$ cat src/rtl/exec_params.svh
// constants for the add-immediate and converter-start execution block
`ifndef EXEC_PARAMS_SVH
`define EXEC_PARAMS_SVH
`define MODE_SEL_POS 3
`define ACC_RESET 4'h0
`define CARRY_RESET 1'b0
`define DONE_RESET 1'b0
`define CTRL_RESET 4'h0
`define OP_CYCLES 1
`endif

$ cat src/rtl/exec_pkg.sv
// types shared by the execution block
package exec_pkg;
	typedef logic [3:0] nibble_t;
	typedef enum logic [3:0] {
		OP_NONE = 4'h1,
		OP_ADD_IMM = 4'h2,
		OP_CONV_START = 4'h4,
		OP_SKIP_DONE = 4'h8
	} op_e;
endpackage : exec_pkg

$ cat src/rtl/imm_adder.sv
// 4-bit immediate adder with carry out
`timescale 1ns/1ps
module imm_adder (
	input wire exec_pkg::nibble_t a,
	input wire exec_pkg::nibble_t b,
	output exec_pkg::nibble_t sum,
	output logic carry_out
);
	import exec_pkg::*;
	logic [4:0] full;
	assign full = {1'b0, a} + {1'b0, b};
	assign sum = full[3:0];
	assign carry_out = full[4];
endmodule : imm_adder

$ cat src/rtl/exec_unit.sv
// execution of add-immediate, converter start and converter-done skip test
`timescale 1ns/1ps
`include "exec_params.svh"
module exec_unit (
	input wire logic clk,
	input wire logic rst_n,
	input wire exec_pkg::op_e op,
	input wire exec_pkg::nibble_t imm,
	input wire logic ctrl_we,
	input wire exec_pkg::nibble_t ctrl_wdata,
	input wire logic carry_we,
	input wire logic carry_wdata,
	input wire logic converter_irq_enable_bit,
	input wire logic conversion_end,
	output exec_pkg::nibble_t acc,
	output logic carry_flag,
	output logic conversion_done_flag,
	output exec_pkg::nibble_t converter_control_reg,
	output logic skip_next,
	output logic conversion_start,
	output logic comparator_start
);
	import exec_pkg::*;

	// ----------------------------------------
	// datapath
	// ----------------------------------------
	nibble_t sum;
	logic ovf;
	logic mode_sel;
	logic done_skip;

	imm_adder u_add (
		.a(acc),
		.b(imm),
		.sum(sum),
		.carry_out(ovf)
	);

	assign mode_sel = converter_control_reg[`MODE_SEL_POS];
	assign done_skip = (op == OP_SKIP_DONE) && !converter_irq_enable_bit && conversion_done_flag;

	// ----------------------------------------
	// architectural state
	// ----------------------------------------
	always_ff @(posedge clk) begin
		if (!rst_n) begin
			acc <= `ACC_RESET;
		end else if (op == OP_ADD_IMM) begin
			acc <= sum;
		end
	end

	// carry only changes through its own write port
	always_ff @(posedge clk) begin
		if (!rst_n) begin
			carry_flag <= `CARRY_RESET;
		end else if (carry_we) begin
			carry_flag <= carry_wdata;
		end
	end

	always_ff @(posedge clk) begin
		if (!rst_n) begin
			converter_control_reg <= `CTRL_RESET;
		end else if (ctrl_we) begin
			converter_control_reg <= ctrl_wdata;
		end
	end

	// the instruction's clear wins over a simultaneous converter end,
	// since the start begins a new conversion whose end is still ahead
	always_ff @(posedge clk) begin
		if (!rst_n) begin
			conversion_done_flag <= `DONE_RESET;
		end else if (op == OP_CONV_START) begin
			conversion_done_flag <= 1'b0;
		end else if (conversion_end) begin
			conversion_done_flag <= 1'b1;
		end else if (done_skip) begin
			conversion_done_flag <= 1'b0;
		end
	end

	// ----------------------------------------
	// one-cycle results
	// ----------------------------------------
	always_ff @(posedge clk) begin
		if (!rst_n) begin
			skip_next <= 1'b0;
		end else begin
			skip_next <= ((op == OP_ADD_IMM) && !ovf) || done_skip;
		end
	end

	always_ff @(posedge clk) begin
		if (!rst_n) begin
			conversion_start <= 1'b0;
			comparator_start <= 1'b0;
		end else begin
			conversion_start <= (op == OP_CONV_START) && !mode_sel;
			comparator_start <= (op == OP_CONV_START) && mode_sel;
		end
	end
endmodule : exec_unit

$ cat config.mk
export PLATFORM = sky130hd
export DESIGN_NAME = exec_unit
export DESIGN_NICKNAME = d
export VERILOG_FILES = /design/src/rtl/exec_pkg.sv /design/src/rtl/imm_adder.sv /design/src/rtl/exec_unit.sv
export VERILOG_INCLUDE_DIRS = /design/src /design/src/rtl
export SDC_FILE = /design/constraint.sdc
export NUM_CORES = 1
export LEC_CHECK = 0
export BUFFER_PORTS_ARGS = -buffer_cell sky130_fd_sc_hd__buf_2
export CAP_MARGIN = 20
export CORE_MARGIN = 4
export CORE_UTILIZATION = 23
export CTS_CLUSTER_SIZE = 12
export DETAILED_ROUTE_END_ITERATION = 12
export GPL_ROUTABILITY_DRIVEN = 1
export SLEW_MARGIN = 10
export SYNTH_ARGS = -nofsm -noshare
export SYNTH_HDL_FRONTEND = slang
export SYNTH_SLANG_ARGS = --single-unit
$ cat constraint.sdc
create_clock -name clk -period 1.95 [get_ports clk]
set_input_delay 0.39 -clock clk [delete_from_list [all_inputs] [get_ports clk]]
set_output_delay 0.39 -clock clk [all_outputs]
set_load 0.1 [all_outputs]
==> impl_metrics.tcl <==
set metrics [dict create \
    drtIter0Drc 8 \
    holdWs_ns 0.369 \
    grt_pass1_wl_mm 2.26 \
    finalSetupViolations 0 \
    synth_top_family_by_area "simple AND/OR/NAND/NOR gates" \
    placedCellCount 120 \
    leakagePower_nw 0.417 \
    ff2ff_setup_slack_ns 0.53 \
    critPathKind "flop to output port" \
    final_common_cell "buf_2" \
    start_kind "flop" \
    synth.distinct_cells 23 \
    holdBufCountCts 0 \
    netlist_top_cells_area "dfxtp_1 41%, mux2i_1 11%, ha_1 8.0%" \
    area_delta_synth_final_pct 34.1 \
    min_to "carry_flag" \
    netlist_area_sq_um 628 \
    cts-root-buf "clkbuf_4" \
    drtAntennaViolNets 0 \
    path_buf_inv 1 \
    period_minus_slack_ns 1.48 \
    numPortBuffers 31 \
    crit_start "converter_control_reg[3]" \
    r2r-start "acc[0]" \
    nets 119 \
    yosys.area.top_type_share 0.414 \
    setup-tns-final_ns 0 \
    path_cells "buf_2" \
    hold_depth 3 \
    dieArea_sq_um 3630 \
    cp_slowest_cell "buf_2" \
    post_drt_wl_per_cell_microns 11.5 \
    tightest_slew_ns 0.514 \
    setup.worst_path.end_class "output port" \
    finalNonFillerCells 124 \
    drc 0 \
    maxCapViolations 0 \
    cts_buffer_depth 2 \
    fp.dieH_microns 60.3 \
    ir_drop_v 0.000488 \
    cts-htree-levels 1 \
    ys_seq_area_frac 0.414 \
    syn-num-nets 85 \
    grt_max_degree 16 \
    power_density_nw_per_um2 718 \
    skew_ns 0.000205 \
    track_usage 0.0853 \
    io_pins 32 \
    rsz0062_at_grt "false" \
    hpwl_mm 1.16 \
    timing.rr.end "skip_next" \
    status "finished clean" \
    grt_pass1_vias 540 \
    timing.critical_path.max_delay_family "buffers and inverters" \
    dr.pass1.iters 2 \
    synthCells 61 \
    final_cell_mix "31 x buf_2, 11 x dfxtp_1, 8 x nor2b_1, 7 x mux2i_1, 4 x ha_1" \
    hp-start "carry_wdata" \
    synth_area_leader_cell "dfxtp_1" \
    clk_latency_ns 0.27 \
    worstPathArrival_ns 1.09 \
    slew_headroom 0.656 \
    gp_congestion 0.650 \
    cts_resized 0 \
    cp_data_required_time_ns 1.56 \
    synth_fa_ha_area_frac 0.112 \
    post-route-period-util 0.760 \
    synth-simple-area-share 0.241 \
    ys_warn_count 0 \
    max_freq_mhz 675 \
    crit_fanout 4 \
    vias 545 \
    rows 18 \
    clock-sinks 13 \
    antenna_cells 0 \
    numCtsBuffers 3 \
    total_power_mw 0.604 \
    crit_path_max_incr_delay_ns 0.44 \
    routed_wl_mm 1.43 \
    finalMaxSlewViolations 0 \
    cts_tree "done" \
    vias_per_cell 4.40 \
    ys_ff_latch 13 \
    synth_xor_area_frac 0.0139 \
    die_w_microns 60.3 \
    finalHoldViolCount 0 \
    core_sq_um 2540 \
    grt_overflow_total 0 \
    cts_setup_buffers 0 \
    fillers 270 \
    synth_compound_area_frac 0.0777 \
    hold_path_class "input port to flop" \
    rr_worst_depth 7 \
    antenna_found_initial 0 \
    synthMuxAreaShare 0.112 \
    clk_pin_slew_ns 0.08 \
    start_util 0.247 \
    avgSynthCellArea_sq_um 10.3 \
    drive_gt1_frac 0.394 \
]
## metal layers
layer / GRT usage / share of wire / vias to the layer above
met2: 0.148 / 0.51 / 17
met3: 0.0367 / 0.086 / 2
li1: - / - / 281
met5: 0 / 0 / -
met1: 0.0880 / 0.38 / 245
met4: 0.0380 / 0.018 / 0
## worst max path at each step
stage	end	cells past startpoint
floorplan	skip_next	5
global placement	skip_next	8
detailed placement	skip_next	8
CTS	converter_control_reg[3]	1
global route	skip_next	7
finish	converter_control_reg[3]	1
## cell usage after synthesis
cell / n
nand2_1: 3
dfxtp_1: 13
nand3b_1: 2
nor4b_1: 1
clkbuf_1: 2
o211a_1: 1
ha_1: 4
and3_1: 1
nor4b_4: 1
o221ai_1: 1
fa_1: 1
a21o_1: 1
nor3b_1: 1
a21oi_1: 2
inv_1: 3
nand3_1: 1
nor2b_1: 8
xnor2_1: 1
o21ai_0: 1
nand4_1: 2
nor2_1: 3
mux2i_1: 7
a21boi_0: 1
## kinds of logic (layout without fill, tap and decap cells)
| family | Yosys count | count (layout) |
|---|---|---|
| buffers and inverters | 5 | 38 |
| AOI/OAI and AO/OA | 7 | 7 |
| xor gates and xnor gates | 1 | 1 |
| muxes | 7 | 7 |
| and+or+nand+nor | 23 | 23 |
| adders and majority gates | 5 | 5 |
| DFF | 13 | 13 |
## power by group
group	leakage, nW	switching, mW	internal [mW]
combinational	0.295	0.111	0.0417
clock	0.0150	0.0895	0.0793
sequential	0.107	0.00619	0.276
total	0.417	0.207	0.397
## worst reg2reg max path, stage by stage, from the launching register on
cell and delay [ns]:
dfxtp_2 0.35, ha_1 0.16, inv_1 0.05, fa_1 0.40
nor2b_1 0.12, o21ai_0 0.08, nand3b_1 0.09, a21boi_0 0.07
## cell type report
cell class / count / area (sq um) / share of cell area
inverter: 3 / 11.3 / 0.0134
sequential: 13 / 263 / 0.312
clock buffer: 4 / 26.3 / 0.0312
timing repair buffer: 31 / 155 / 0.184
tap: 30 / 37.5 / 0.0446
multi-input combinational: 43 / 349 / 0.415
## metrics by stage
stage	cell area [sq um]	util	worst slack (ns)
4_1_cts	842	0.331	0.446
2_1_floorplan	631	-	0.0335
6_report	842	0.331	0.467
5_1_grt	842	0.331	0.380
3_3_place_gp	816	0.321	0.418
3_5_place_dp	816	0.321	0.387
(Power assumes the default switching activity.)
